$ cat src/rtl/adcof_defines.vh
// Constants for the converter output formatter: offsets, fields, counts
`ifndef ADCOF_DEFINES_VH
`define ADCOF_DEFINES_VH

// ****************************************
// Register byte offsets
// ****************************************
`define ADCOF_OFS_CONTROL     8'h00
`define ADCOF_OFS_STATUS      8'h04
`define ADCOF_OFS_LASTWORD    8'h08

// ****************************************
// Control register fields and reset value
// ****************************************
`define ADCOF_CTL_MODE_LSB    0
`define ADCOF_CTL_MODE_MSB    1
`define ADCOF_CTL_FMT_LSB     2
`define ADCOF_CTL_FMT_MSB     3
`define ADCOF_CTL_DCOINV_BIT  4
`define ADCOF_CTL_WIDTH       5
`define ADCOF_CTL_RESET       5'h00

// ****************************************
// Power modes
// ****************************************
`define ADCOF_MODE_NORMAL     2'h0
`define ADCOF_MODE_POWERDOWN  2'h1
`define ADCOF_MODE_STANDBY    2'h2

// ****************************************
// Output codings
// ****************************************
`define ADCOF_FMT_OFFSET      2'h0
`define ADCOF_FMT_TWOS        2'h1
`define ADCOF_FMT_GRAY        2'h2

// ****************************************
// Status register bits
// ****************************************
`define ADCOF_STS_PINMODE     0
`define ADCOF_STS_ASLEEP      1
`define ADCOF_STS_RANGE       2
`define ADCOF_STS_PINFMT      3
`define ADCOF_STS_REFON       4

// ****************************************
// Data path
// ****************************************
`define ADCOF_WORD_WIDTH      12
`define ADCOF_LATENCY         12
`define ADCOF_CODE_TOP        12'hFFF
`define ADCOF_CODE_BOTTOM     12'h000
`define ADCOF_SIGN_FLIP       12'h800
`define ADCOF_GRAY_TOP        12'h800

`endif

$ cat src/rtl/adcof_output_formatter.v
// Output stage of a 12-bit sampling converter: coding, range flag, drivers
//
// Function
// - Power-down pin high shuts reference, biasing and internal clocking.
// - While powered down all output drivers go high impedance.
// - Power-down pin low again resumes normal conversion.
// - Standby mode keeps the reference powered for faster wake-up.
// - Data drivers enabled while output enable low, high impedance while high.
// - In pin-strapped setup the format pin picks offset binary or twos.
// - Format pin honoured only if chip select high at start, until chip select goes low.
// - Register setup also offers Gray code as a third coding.
// - Positive full scale clamps to FFF, 7FF and 800 by coding.
// - Negative full scale clamps to 000, 800 and C00 by coding.
// - Zero input gives 800 offset binary, zero in twos and Gray.
// - Range flag low inside the span, high beyond either end.
// - Range flag stays high until an in-range conversion completes.
// - Range flag and its data word share the same pipeline latency.
// - Each result appears exactly 12 sample clocks after its sampling edge.
// - Latched outputs change after each rising sample clock edge.
// - Data clock output rises with valid data; polarity bit inverts it.
// - Each result is a parallel 12-bit word.
//
// Chosen here: the register addresses and the APB slave port.
`timescale 1ns/1ps
`include "adcof_defines.vh"

module adcof_output_formatter #(
	parameter WIDTH   = `ADCOF_WORD_WIDTH,
	parameter LATENCY = `ADCOF_LATENCY
)(
	input  wire             clock,           // System clock, 200 MHz
	input  wire             reset_n,         // Synchronous reset, active low
	input  wire             psel,            // APB select
	input  wire             penable,         // APB access phase
	input  wire             pwrite,          // APB write
	input  wire [7:0]       paddr,           // APB byte address
	input  wire [31:0]      pwdata,          // APB write data
	output reg  [31:0]      prdata,          // APB read data
	output reg              pready,          // APB ready
	output reg              pslverr,         // APB error, unmapped address
	input  wire             sampleClock,     // Sample clock pin
	input  wire [WIDTH-1:0] coreCode,        // Core result, offset binary
	input  wire             coreOver,        // Core: input above span
	input  wire             coreUnder,       // Core: input below span
	input  wire             power_down_pin,  // Power-down pin, high asleep
	input  wire             output_enable_n, // Output enable pin
	input  wire             format_select_pin, // Strapped format pin
	input  wire             chip_select_n,   // Serial chip select pin
	output reg  [WIDTH-1:0] dataOut,         // Output data word
	output reg              dataOutEn,       // Drive enable, data word
	output reg              outOfRange,      // Range flag
	output reg              outOfRangeEn,    // Drive enable, range flag
	output reg              data_clock_out,  // Data clock output
	output reg              dataClockEn,     // Drive enable, data clock
	output reg              referencePowered, // Reference and buffer on
	output reg              biasPowered,     // Bias networks on
	output reg              coreClockOn      // Internal clocking on
);

	// ****************************************
	// Coding functions
	// ****************************************
	// Clamped offset-binary code into the requested coding
	function [WIDTH-1:0] encode;
		input [WIDTH-1:0] code;
		input [1:0]       fmt;
		reg   [WIDTH-1:0] twos;
		begin
			twos = code ^ `ADCOF_SIGN_FLIP;
			case (fmt)
				`ADCOF_FMT_TWOS:
					encode = twos;
				`ADCOF_FMT_GRAY:
					// Top code breaks the plain reflected pattern
					if (code == `ADCOF_CODE_TOP)
						encode = `ADCOF_GRAY_TOP;
					else
						encode = twos ^ (twos >> 1);
				default:
					encode = code;
			endcase
		end
	endfunction

	// Strapped pin level into a coding; low is the default offset binary
	function [1:0] strap_coding;
		input level;
		begin
			if (level)
				strap_coding = `ADCOF_FMT_TWOS;
			else
				strap_coding = `ADCOF_FMT_OFFSET;
		end
	endfunction

	// Word and flag drivers share one enable condition
	function drivers_on;
		input sleeping;
		input oeHigh;
		begin
			drivers_on = ~sleeping & ~oeHigh;
		end
	endfunction

	// ****************************************
	// Pin synchronisers
	// ****************************************
	reg [1:0]       clkSync;
	reg [1:0]       pdSync;
	reg [1:0]       oeSync;
	reg [1:0]       fmtSync;
	reg [1:0]       csSync;
	reg [1:0]       overSync;
	reg [1:0]       underSync;
	reg [WIDTH-1:0] codeMeta;
	reg [WIDTH-1:0] codeSync;
	reg             clkLast;

	always @(posedge clock)
	begin
		if (!reset_n)
		begin
			clkSync   <= 2'h0;
			pdSync    <= 2'h0;
			oeSync    <= 2'h3;
			fmtSync   <= 2'h0;
			overSync  <= 2'h0;
			underSync <= 2'h0;
			codeMeta  <= {WIDTH{1'b0}};
			codeSync  <= {WIDTH{1'b0}};
			clkLast   <= 1'b0;
		end
		else
		begin
			clkSync   <= {clkSync[0], sampleClock};
			pdSync    <= {pdSync[0], power_down_pin};
			oeSync    <= {oeSync[0], output_enable_n};
			fmtSync   <= {fmtSync[0], format_select_pin};
			overSync  <= {overSync[0], coreOver};
			underSync <= {underSync[0], coreUnder};
			codeMeta  <= coreCode;
			codeSync  <= codeMeta;
			clkLast   <= clkSync[1];
		end
	end

	// Chip select syncs through reset too, so the strap taken at the
	// first edge after release is the real pin level, not a reset value
	always @(posedge clock)
	begin
		csSync <= {csSync[0], chip_select_n};
	end

	// Rising sample clock edge; the core result is steady around it
	wire sampleEdge = clkSync[1] & ~clkLast;

	// ****************************************
	// Configuration registers
	// ****************************************
	reg [`ADCOF_CTL_WIDTH-1:0] control;
	reg                        pinMode;
	reg                        strapTaken;

	wire [1:0] regMode  = control[`ADCOF_CTL_MODE_MSB:`ADCOF_CTL_MODE_LSB];
	wire [1:0] regFmt   = control[`ADCOF_CTL_FMT_MSB:`ADCOF_CTL_FMT_LSB];
	wire       dcoInv   = control[`ADCOF_CTL_DCOINV_BIT];

	// Pin-strapped setup wins over the register format only until the
	// serial port is used once; only a reset brings it back
	wire [1:0] activeFmt = pinMode ?
		strap_coding(fmtSync[1]) :
		regFmt;

	always @(posedge clock)
	begin
		if (!reset_n)
		begin
			pinMode    <= 1'b0;
			strapTaken <= 1'b0;
		end
		else if (!strapTaken)
		begin
			pinMode    <= csSync[1];
			strapTaken <= 1'b1;
		end
		else if (!csSync[1])
			pinMode <= 1'b0;
	end

	// ****************************************
	// Power state
	// ****************************************
	wire asleep  = pdSync[1] | (regMode != `ADCOF_MODE_NORMAL);
	wire refDown = pdSync[1] | (regMode == `ADCOF_MODE_POWERDOWN);

	always @(posedge clock)
	begin
		if (!reset_n)
		begin
			referencePowered <= 1'b0;
			biasPowered      <= 1'b0;
			coreClockOn      <= 1'b0;
		end
		else
		begin
			referencePowered <= ~refDown;
			biasPowered      <= ~asleep;
			coreClockOn      <= ~asleep;
		end
	end

	// ****************************************
	// Conversion pipeline
	// ****************************************
	// Stores clamped code and flag; coding is applied at the output
	// stage so a format change reaches the pins on the next word
	reg [WIDTH-1:0] pipeCode [0:LATENCY-1];
	reg             pipeFlag [0:LATENCY-1];
	integer         i;

	wire             inFlag  = overSync[1] | underSync[1];
	wire [WIDTH-1:0] inCode  = overSync[1] ? `ADCOF_CODE_TOP :
		(underSync[1] ? `ADCOF_CODE_BOTTOM : codeSync);
	wire             advance = sampleEdge & ~asleep;

	always @(posedge clock)
	begin
		if (!reset_n)
		begin
			for (i = 0; i < LATENCY; i = i + 1)
			begin
				pipeCode[i] <= `ADCOF_SIGN_FLIP;
				pipeFlag[i] <= 1'b0;
			end
		end
		else if (advance)
		begin
			pipeCode[0] <= inCode;
			pipeFlag[0] <= inFlag;
			for (i = 1; i < LATENCY; i = i + 1)
			begin
				pipeCode[i] <= pipeCode[i-1];
				pipeFlag[i] <= pipeFlag[i-1];
			end
		end
	end

	// ****************************************
	// Output latches and drivers
	// ****************************************
	always @(posedge clock)
	begin
		if (!reset_n)
		begin
			dataOut      <= `ADCOF_SIGN_FLIP;
			outOfRange   <= 1'b0;
			dataOutEn    <= 1'b0;
			outOfRangeEn <= 1'b0;
		end
		else
		begin
			if (advance)
			begin
				// Twelfth load after the sampling edge
				dataOut    <= encode(pipeCode[LATENCY-1],
					activeFmt);
				// Clears only with a later in-range word
				outOfRange <= pipeFlag[LATENCY-1];
			end
			dataOutEn    <= drivers_on(asleep, oeSync[1]);
			outOfRangeEn <= drivers_on(asleep, oeSync[1]);
		end
	end

	// ****************************************
	// Data clock output
	// ****************************************
	// Output enable leaves the data clock running, so a receiver that
	// shares the word lines still sees a steady capture clock
	always @(posedge clock)
	begin
		if (!reset_n)
		begin
			data_clock_out <= 1'b0;
			dataClockEn    <= 1'b0;
		end
		else
		begin
			dataClockEn    <= ~asleep;
			// Rises mid-cycle, while the word is steady; the polarity
			// bit moves the rising edge onto the word change instead
			data_clock_out <= ~asleep & (clkSync[1] ~^ dcoInv);
		end
	end

	// ****************************************
	// APB slave
	// ****************************************
	wire setupPhase = psel & ~penable;
	wire writeTaken = psel & penable & pready & pwrite & ~pslverr;
	wire mapped     = (paddr == `ADCOF_OFS_CONTROL) |
		(paddr == `ADCOF_OFS_STATUS) | (paddr == `ADCOF_OFS_LASTWORD);

	reg [31:0] readValue;

	always @*
	begin
		readValue = 32'h00000000;
		case (paddr)
			`ADCOF_OFS_CONTROL:
				readValue[`ADCOF_CTL_WIDTH-1:0] = control;
			`ADCOF_OFS_STATUS:
			begin
				readValue[`ADCOF_STS_PINMODE] = pinMode;
				readValue[`ADCOF_STS_ASLEEP]  = asleep;
				readValue[`ADCOF_STS_RANGE]   = outOfRange;
				readValue[`ADCOF_STS_PINFMT]  = fmtSync[1];
				readValue[`ADCOF_STS_REFON]   = referencePowered;
			end
			`ADCOF_OFS_LASTWORD:
				readValue[WIDTH-1:0] = dataOut;
			default:
				readValue = 32'h00000000;
		endcase
	end

	always @(posedge clock)
	begin
		if (!reset_n)
		begin
			control <= `ADCOF_CTL_RESET;
			prdata  <= 32'h00000000;
			pready  <= 1'b0;
			pslverr <= 1'b0;
		end
		else
		begin
			// One wait-free access phase follows every setup cycle
			pready  <= setupPhase;
			pslverr <= setupPhase & ~mapped;
			prdata  <= (setupPhase & ~pwrite) ? readValue : 32'h00000000;
			if (writeTaken && paddr == `ADCOF_OFS_CONTROL)
				control <= pwdata[`ADCOF_CTL_WIDTH-1:0];
		end
	end

endmodule // adcof_output_formatter

$ cat config.mk
export PLATFORM = sky130hd
export DESIGN_NAME = adcof_output_formatter
export DESIGN_NICKNAME = d
export VERILOG_FILES = /design/src/rtl/adcof_output_formatter.v
export VERILOG_INCLUDE_DIRS = /design/src /design/src/rtl
export SDC_FILE = /design/constraint.sdc
export NUM_CORES = 1
export LEC_CHECK = 0
export ABC_CLOCK_PERIOD_IN_PS = 12300
export BUFFER_PORTS_ARGS = -buffer_cell sky130_fd_sc_hd__buf_2
export CORE_MARGIN = 2
export CORE_UTILIZATION = 57
export CTS_CLUSTER_DIAMETER = 40
export DETAILED_ROUTE_END_ITERATION = 8
export PLACE_DENSITY = 0.76
export SLEW_MARGIN = 25
export SYNTH_ARGS = -nofsm -noshare
export SYNTH_HDL_FRONTEND = slang
export SYNTH_SLANG_ARGS = --single-unit
$ cat constraint.sdc
create_clock -name clock -period 12.3 [get_ports clock]
set_input_delay 2.46 -clock clock [delete_from_list [all_inputs] [get_ports clock]]
set_output_delay 2.46 -clock clock [all_outputs]
set_load 0.01 [all_outputs]
# Yosys cells after proc, flatten, opt, wreduce, memory -nomap -nowiden
# Memory sizes are Yosys's and may differ from the RTL's. A register that Yosys moved wholly into a read port is not among the register bits.
# Cells that the tools add are included.
[totals]
reg_bits = 96
ram_bits = 156
in_bits = 64
out_inout_bits = 54
mem_count = 2
[classes]
eq_ne = 7
mux = 38
bitwise = 51
n_reduce_logical = 6
[mem_list]
columns = ["name", "words", "word_bits", "rd", "rd_clocked_by_memory_dff", "wr", "line_no", "source"]
rows = [
  ["pipeCode", 12, 12, 12, 0, 12, "adcof_output_formatter.v:217", "reg [WIDTH-1:0] pipeCode [0:LATENCY-1];"],
  ["pipeFlag", 12, 1, 12, 1, 12, "adcof_output_formatter.v:218", "reg pipeFlag [0:LATENCY-1];"],
]
[ops]
columns = ["op", "n"]
rows = [
  ["12-bit two-way mux", 15],
  ["1-bit OR", 29],
  ["12-bit case mux with 2 select lines", 1],
  ["1-bit two-way mux", 20],
  ["5-bit case mux with 3 select lines", 1],
  ["12-bit equality test (second input constant)", 1],
  ["12-bit by 11-bit bitwise XOR with 12-bit output", 1],
  ["1-bit bitwise AND", 11],
  ["1-bit inverter", 9],
  ["8-bit by 3-bit equality test with 1-bit output (second input constant)", 1],
  ["8-bit by 4-bit equality test with 1-bit output (second input constant)", 1],
  ["8-bit zero test", 1],
  ["2-bit by 1-bit equality test with 1-bit output (second input constant)", 2],
  ["3-bit AND reduction", 1],
  ["2-bit equality test (second input constant)", 1],
  ["2-bit two-way mux", 1],
  ["2-bit != test (second input constant)", 1],
  ["2-bit AND reduction", 1],
  ["2-bit nonzero test", 1],
  ["1-bit logical AND", 1],
  ["1-bit zero test", 1],
  ["1-bit bitwise XNOR", 1],
]

# Longest topological paths before layout
# Gate-level depths: netlist of the first run.
[logic_depth]
ltp_word = 8
mapped_depth = 8

# Worst setup path before layout of the first run
# Ideal clock, no wire load.
[synth_timing]
path_type = "input to register"
startpoint = "input port reset_n"
endpoint = "memory pipeCode[0][0] in the netlist's numbering (enable)"
setup_ps = 499
arrival_ps = 5492
t_required_ps = 11801
path_slack_ps = 6309
path_stages = 3
path_cell_list = "inv_1 -> a21oi_1 -> inv_1"
[synth_lines]
columns = ["element", "line_no", "source"]
rows = [
  ["start: declaration", "adcof_output_formatter.v:32", "input wire reset_n,"],
  ["end: declaration", "adcof_output_formatter.v:217", ""],
]

==> key figures, run 1 <==
Setup path
  – Crit path to: pipeCode[0][34]
  – R2R Path End: pipeCode[0][34]
  – CP Depth: 5
  – Arr. time, crit path: ~5500 ps
  – Peak fanout along the critical path: approximately 80
  – CP max-delay cell: a21oi_1
  – CP required: around 12000 ps
  – FF-to-FF path depth: 5
  – Buffers & Inverters on Critical Path: 4
  – Crit start category: input pin
  – Family with the most delay on the worst path: buffers and inverters
  – Cells along the critical path: buf_2, inv_1, a21oi_1, inv_4, buf_4
  – Reg-to-reg setup timing slack: ~8600 ps
  – Crit path kind: in -> reg
  – Crit path from: reset_n
  – FF-to-FF Start: control[0]
  – Slowest Stage Delay on Critical Path: 690 ps
  – CP endpoint kind: flop

Final layout
  – Synth-to-Final Area Change: 15.5%
  – Share of layout cells above drive strength 1: between 10% and 20%
  – Fin nets: 793
  – Most common cell after layout, fill and taps aside: edfxtp_1
  – Antenna cells: 0
  – Non-filler cells, final: 932
  – Core Util, Final: 66.8%
  – Commonest cells after routing, fill and taps aside: edfxtp_1 (147), and3_1 (100), dfxtp_1 (86), buf_2 (70), and2_1 (67)

Yosys
  – Synthesized instance count: 661
  – Mapped Area: 8690 sq um
  – Post-synthesis async set-or-reset flop share: 0%
  – FF+latch count, synth: 233
  – Syn_area_per_cell: 13.1 sq um
  – EDFF count, synth: 147
  – Seq/Total Area, Yosys: 70.6%
  – Synth unique cells: slightly above 40
  – Yosys warning total: 0
  – Synth Flop Type: edfxtp_1

Timing
  – Hold WS: approximately 330 ps
  – Final period utilization: between 40% and 50%
  – Fin. Hold Viols: 0
  – Slew Viols, Final: 0
  – Setup-failing EPs final: 0
  – Clock Skew: 8.62 ps
  – Slew of the pin with the lowest slew margin: 991 ps
  – Highest Clock Rate: roughly 190 MHz
  – Final TNS setup: 0 ps
  – Final min period: 5350 ps
  – Unrepaired setup endpoints after global routing: false
  – Final WS setup: around 7000 ps
  – Slew margin rel.: roughly 34%

Clocking
  – Clock transition at path regs: ~50 ps
  – TritonCTS sink count: ~230
  – H-tree depth: 1
  – Worst skew pair latency: 530 ps
  – Clock Path Buffers: 3
  – # resized after CTS: 0
  – Num CTS Buffers: 30
  – CTS tree: done
  – Clock root cell: clkbuf_16
  – Post-CTS Setup Bufs: 0
  – Cts hold-fix bufs: 0

Die
  – Top Ports: roughly 120
  – Core area: about 15000 sq um
  – Num rows: 45
  – Die height: roughly 130 um
  – Initial Util: between 50 and 60%
  – Die X: between 100 and 150 um
  – Full die area: between 15000 and 20000 sq um

Placement
  – PortBufs: 70
  – Post-DP HPWL: between 7000 and 8000 um
  – Post-Place Cells: 877
  – GP Congestion: around 0.83
  – Placement Setup Slack: about 6400 ps

Routing
  – Wire per inst: ~15 um
  – DR pass1 iterations: 4
  – Post-Route WL: around 14000 um
  – Routed Antenna Nets: 0
  – DRC errors left: 0
  – Vias: between 5000 and 6000
  – DR iter-0 viols: between 300 and 400
  – Via density: ~5.4

Global routing
  – Total track usage: ~18%
  – Vias in the first global route: between 5000 and 6000
  – Initial antenna violation count: 0
  – Largest net degree at the start of global routing: roughly 110
  – Total grt overflow: 0
  – First-pass GRT wire length: roughly 23000 um

Power and ir drop
  – Pwr Density: roughly 180 nW/um^2
  – Flop pwr share: 49.2%
  – P_sw: 0.359 mW
  – Gate power share: 3.4%
  – Pint: approximately 1.4 mW
  – Power share of the clock group: between 40% and 50%
  – Leak: 4.31 nW
  – Switch share: between 20 and 25%
  – VDD IR max: roughly 0.14 mV

Job
  – Max Cap Violations: 0

Worst hold path
  – Hold Crit Class: reg -> reg

Outcome
  – Status: complete, no violations
-- area by class of cell --
cell class	instances	area [sq um]
sequential	233	6140
fill	1039	4990
multi-input combinational	372	2250
clock buffer	43	883
timing repair buffer	73	373
tap	188	235
clock inverter	12	120
inverter	11	43.8
-- power groups by stage --
stage	sequential (mW)	clock, mW	combinational, mW
4_1_cts	0.878	0.859	0.0620
5_1_grt	0.881	0.898	0.0693
2_1_floorplan	0.893	0	0.0470
6_report	0.878	0.845	0.0615
3_3_place_gp	0.892	0	0.0591
3_5_place_dp	0.894	0	0.0615
-- flip-flops by register name (all words and copies together) (netlist names), 2 cells and up --
| signal | count |
|---|---|
| codeSync | 12 |
| codeMeta | 12 |
| oeSync | 2 |
| pipeFlag | 12 |
| fmtSync | 2 |
| overSync | 2 |
| dataOut | 12 |
| prdata | 12 |
| csSync | 2 |
| underSync | 2 |
| pipeCode | 144 |
| pdSync | 2 |
| control | 5 |
| clkSync | 2 |
-- layer usage --
metal	global-route usage, %	vias to the layer above	routed length, um
met3	3.73	41	670
li1	-	2426	-
met4	6.66	0	401
met2	29.6	125	6770
met1	22.4	2426	6010
met5	0	-	0
-- cell usage after synthesis (3+ instances only) --
master | n | area, sq um
and2_1 | 68 | 425
buf_4 | 24 | 180
o21ai_0 | 9 | 45.0
dfxtp_1 | 86 | 1720
nand2b_1 | 16 | 100
nor2_1 | 36 | 135
clkbuf_1 | 34 | 128
nor3_1 | 7 | 35.0
inv_1 | 11 | 41.3
and3_1 | 100 | 626
nor2b_1 | 4 | 25.0
nor4b_1 | 3 | 26.3
a221oi_1 | 6 | 52.6
ha_1 | 8 | 100
mux2i_1 | 10 | 100
buf_2 | 5 | 25.0
edfxtp_1 | 147 | 4410
a21oi_1 | 31 | 155
nand2_1 | 28 | 105
-- metrics by stage --
step | total power [mW] | cell area [sq um]
finish | 1.79 | 10000
global route | 1.85 | 10000
CTS | 1.80 | 10000
detailed placement | 0.955 | 9040
global placement | 0.951 | 9040
floorplan | 0.940 | 8760
-- worst min path at each step --
stage | from | endpoint | slack [ps] | cells past startpoint
2_1_floorplan | csSync[0] | csSync[1] | 310 | 0
3_3_place_gp | csSync[0] | csSync[1] | 310 | 0
3_5_place_dp | csSync[0] | csSync[1] | 320 | 0
4_1_cts | csSync[0] | csSync[1] | 330 | 0
5_1_grt | csSync[0] | csSync[1] | 340 | 0
6_report | csSync[0] | csSync[1] | 330 | 0
-- cells by family after synthesis --
| family | count (synthesis) | share of synthesized area (%) |
|---|---|---|
| fa+ha+maj | 8 | 1.15 |
| other cells | 1 | 0.0431 |
| xor+xnor | 1 | 0.101 |
| mux | 10 | 1.15 |
| simple gates | 274 | 18.5 |
| compound gates | 59 | 4.16 |
| buf+inv | 75 | 4.35 |
| flops | 233 | 70.6 |
Power figures use the tool's default switching activity.
==> run 2: changes to the inputs <==
Settings changed: ABC_CLOCK_PERIOD_IN_PS 12300 to 4600, CORE_UTILIZATION 57 to 51, PLACE_DENSITY 0.76 to 0.72.
Clock period 12.3 ns to 4.6 ns, I/O delays scaled along.
==> run 2 against run 1 <==
Global-route usage is 1.8 points lower. Non-clock buffer count is 2 higher. Clock skew is 3.1 ps higher. Utilization is 5.5 points lower. Worst hold slack worse by 1.7 ps. Setup slack worse by 5000 ps. Via count is 1.7% lower. Highest routed layer unchanged. Combinational power grew to 2.7 times the previous value. Final area is 1.6% higher.
==> key figures, run 2 (synthesized netlist as in run 1, its figures left out) <==
Setup path
  – Slowest Stage Delay on Critical Path: 640 ps (-50 ps)
  – Arr. time, crit path: 3110 ps (-2390 ps)
  – Crit start category: flop
  – Peak fanout along the critical path: 104 (+28%)
  – Reg-to-reg setup timing slack: 1960 ps (-6590 ps)
  – CP endpoint kind: flop
  – Crit path kind: reg -> reg
  – Family with the most delay on the worst path: simple AND/OR/NAND/NOR gates
  – Buffers & Inverters on Critical Path: 1 (-3)
  – CP required: 5070 ps (-7380 ps)
  – CP max-delay cell: buf_4
  – Cells along the critical path: nor4_4, buf_4, nand2_1, nor4b_1, a221o_1

Power and ir drop
  – Leak: 4.37 nW (+1.4%)
  – Pwr Density: 484 nW/um^2 (+170%)
  – VDD IR max: 0.364 mV (+170%)

Clocking
  – CTS tree: done
  – Worst skew pair latency: 540 ps (about the same)
  – Post-CTS Setup Bufs: 0 (unchanged)
  – TritonCTS sink count: 233 (unchanged)
  – Clock transition at path regs: 60 ps (about the same)
  – Clock root cell: clkbuf_16
  – # resized after CTS: 0 (unchanged)
  – Clock Path Buffers: 3 (unchanged)
  – H-tree depth: 1 (unchanged)
  – Num CTS Buffers: 30 (unchanged)
  – Cts hold-fix bufs: 0 (unchanged)

Placement
  – PortBufs: 70 (unchanged)
  – GP Congestion: 0.779 (-6.3%)
  – Post-Place Cells: 911 (+3.9%)
  – Post-DP HPWL: 8190 um (+4.3%)
  – Placement Setup Slack: 1390 ps (-4980 ps)

Die
  – Core area: 16600 sq um (+11%)
  – Die height: 135 um (+5.5%)
  – Top Ports: 118 (unchanged)
  – Die X: 135 um (+5.5%)
  – Full die area: 18100 sq um (+11%)
  – Initial Util: 52.2% (-5.6 points)
  – Num rows: 47 (+4.4%)

Routing
  – Vias: 4934 (-1.7%)
  – DR iter-0 viols: 318 (-0.31%)
  – Wire per inst: 14.3 um (-3.7%)
  – Routed Antenna Nets: 0 (unchanged)
  – DRC errors left: 0 (unchanged)
  – Via density: 5.10 (-5.2%)
  – Post-Route WL: 13800 um (about the same)
  – DR pass1 iterations: 4 (unchanged)

Global routing
  – Vias in the first global route: 4954 (-1.5%)
  – First-pass GRT wire length: 23300 um (-0.15%)
  – Initial antenna violation count: 0 (unchanged)
  – Total track usage: 15.8% (-1.8 points)
  – Total grt overflow: 0 (unchanged)
  – Largest net degree at the start of global routing: 105 (-0.94%)

Timing
  – Final TNS setup: 0 ps (unchanged)
  – Slew of the pin with the lowest slew margin: 756 ps (-235 ps)
  – Hold WS: 329 ps (-1.72 ps)
  – Unrepaired setup endpoints after global routing: false
  – Clock Skew: 11.7 ps (+3.07 ps)
  – Final WS setup: 1960 ps (-4990 ps)
  – Slew margin rel.: 49.6% (+16 points)
  – Final period utilization: between 50 and 60%
  – Slew Viols, Final: 0 (unchanged)
  – Setup-failing EPs final: 0 (unchanged)
  – Fin. Hold Viols: 0 (unchanged)
  – Final min period: ~2600 ps
  – Highest Clock Rate: ~380 MHz

Outcome
  – Status: complete, no violations

Final layout
  – Commonest cells after routing, fill and taps aside: edfxtp_1 (147), and3_1 (100), dfxtp_1 (86), buf_2 (70), and2_1 (68)
  – Antenna cells: 0 (unchanged)
  – Most common cell after layout, fill and taps aside: edfxtp_1
  – Share of layout cells above drive strength 1: 18.3% (+1.0 points)
  – Fin nets: 795 (+0.25%)
  – Non-filler cells, final: 967 (+3.8%)
  – Synth-to-Final Area Change: 17.4%
  – Reg with most FFs: pipeCode
  – Max reg flops: 144 (unchanged)

Job
  – Max Cap Violations: 0 (unchanged)

Worst hold path
  – Hold Crit Class: reg -> reg
[run 2: layout make-up]
class / instances / area [sq um]
fill: 1267 / 6440
sequential: 233 / 6140
multi-input combinational: 372 / 2250
clock buffer: 37 / 837
timing repair buffer: 75 / 413
tap: 220 / 275
clock inverter: 19 / 248
inverter: 11 / 43.8
[run 2: worst register-to-register path: cells and delay by family, from the launching register on]
kind	cells	cell delay (ps)
and+or+nand+nor	3	1400
DFF	1	390
AOI/OAI and AO/OA	1	160
buffers and inverters	1	640
[run 2: path summary, 6_finish.rpt]
kind              startpoint         end  cells past startpoint
setup / recovery  control[0]  dataOut[5]                      5
hold / removal     csSync[0]   csSync[1]                      0
setup reg to reg  control[0]  dataOut[5]                      5
hold reg to reg    csSync[0]   csSync[1]                      0
[run 2: metal layers]
metal | GRT usage [%] | wire [um] | part of all wire, % | up-vias
met5 | 0 | 0 | 0 | -
li1 | - | - | - | 2448
met4 | 6.32 | 428 | 3.1 | 0
met2 | 27.2 | 6750 | 49 | 112
met3 | 3.12 | 549 | 4.0 | 31
met1 | 19.6 | 6120 | 44 | 2343
[run 2: power by group]
group          switching, mW  total (mW)  leakage (nW)  internal [mW]
combinational          0.109       0.168          1.64         0.0581
clock                  0.891        2.43         0.533           1.54
sequential            0.0313        2.35          2.20           2.31
[run 2: through the flow]
stage	cell area (sq um)	power, mW	utilization [%]
2_1_floorplan	8760	2.51	-
3_3_place_gp	9120	2.55	54.8
3_5_place_dp	9120	2.56	54.8
4_1_cts	10200	5.00	61.3
5_1_grt	10200	5.11	61.3
6_report	10200	4.94	61.3
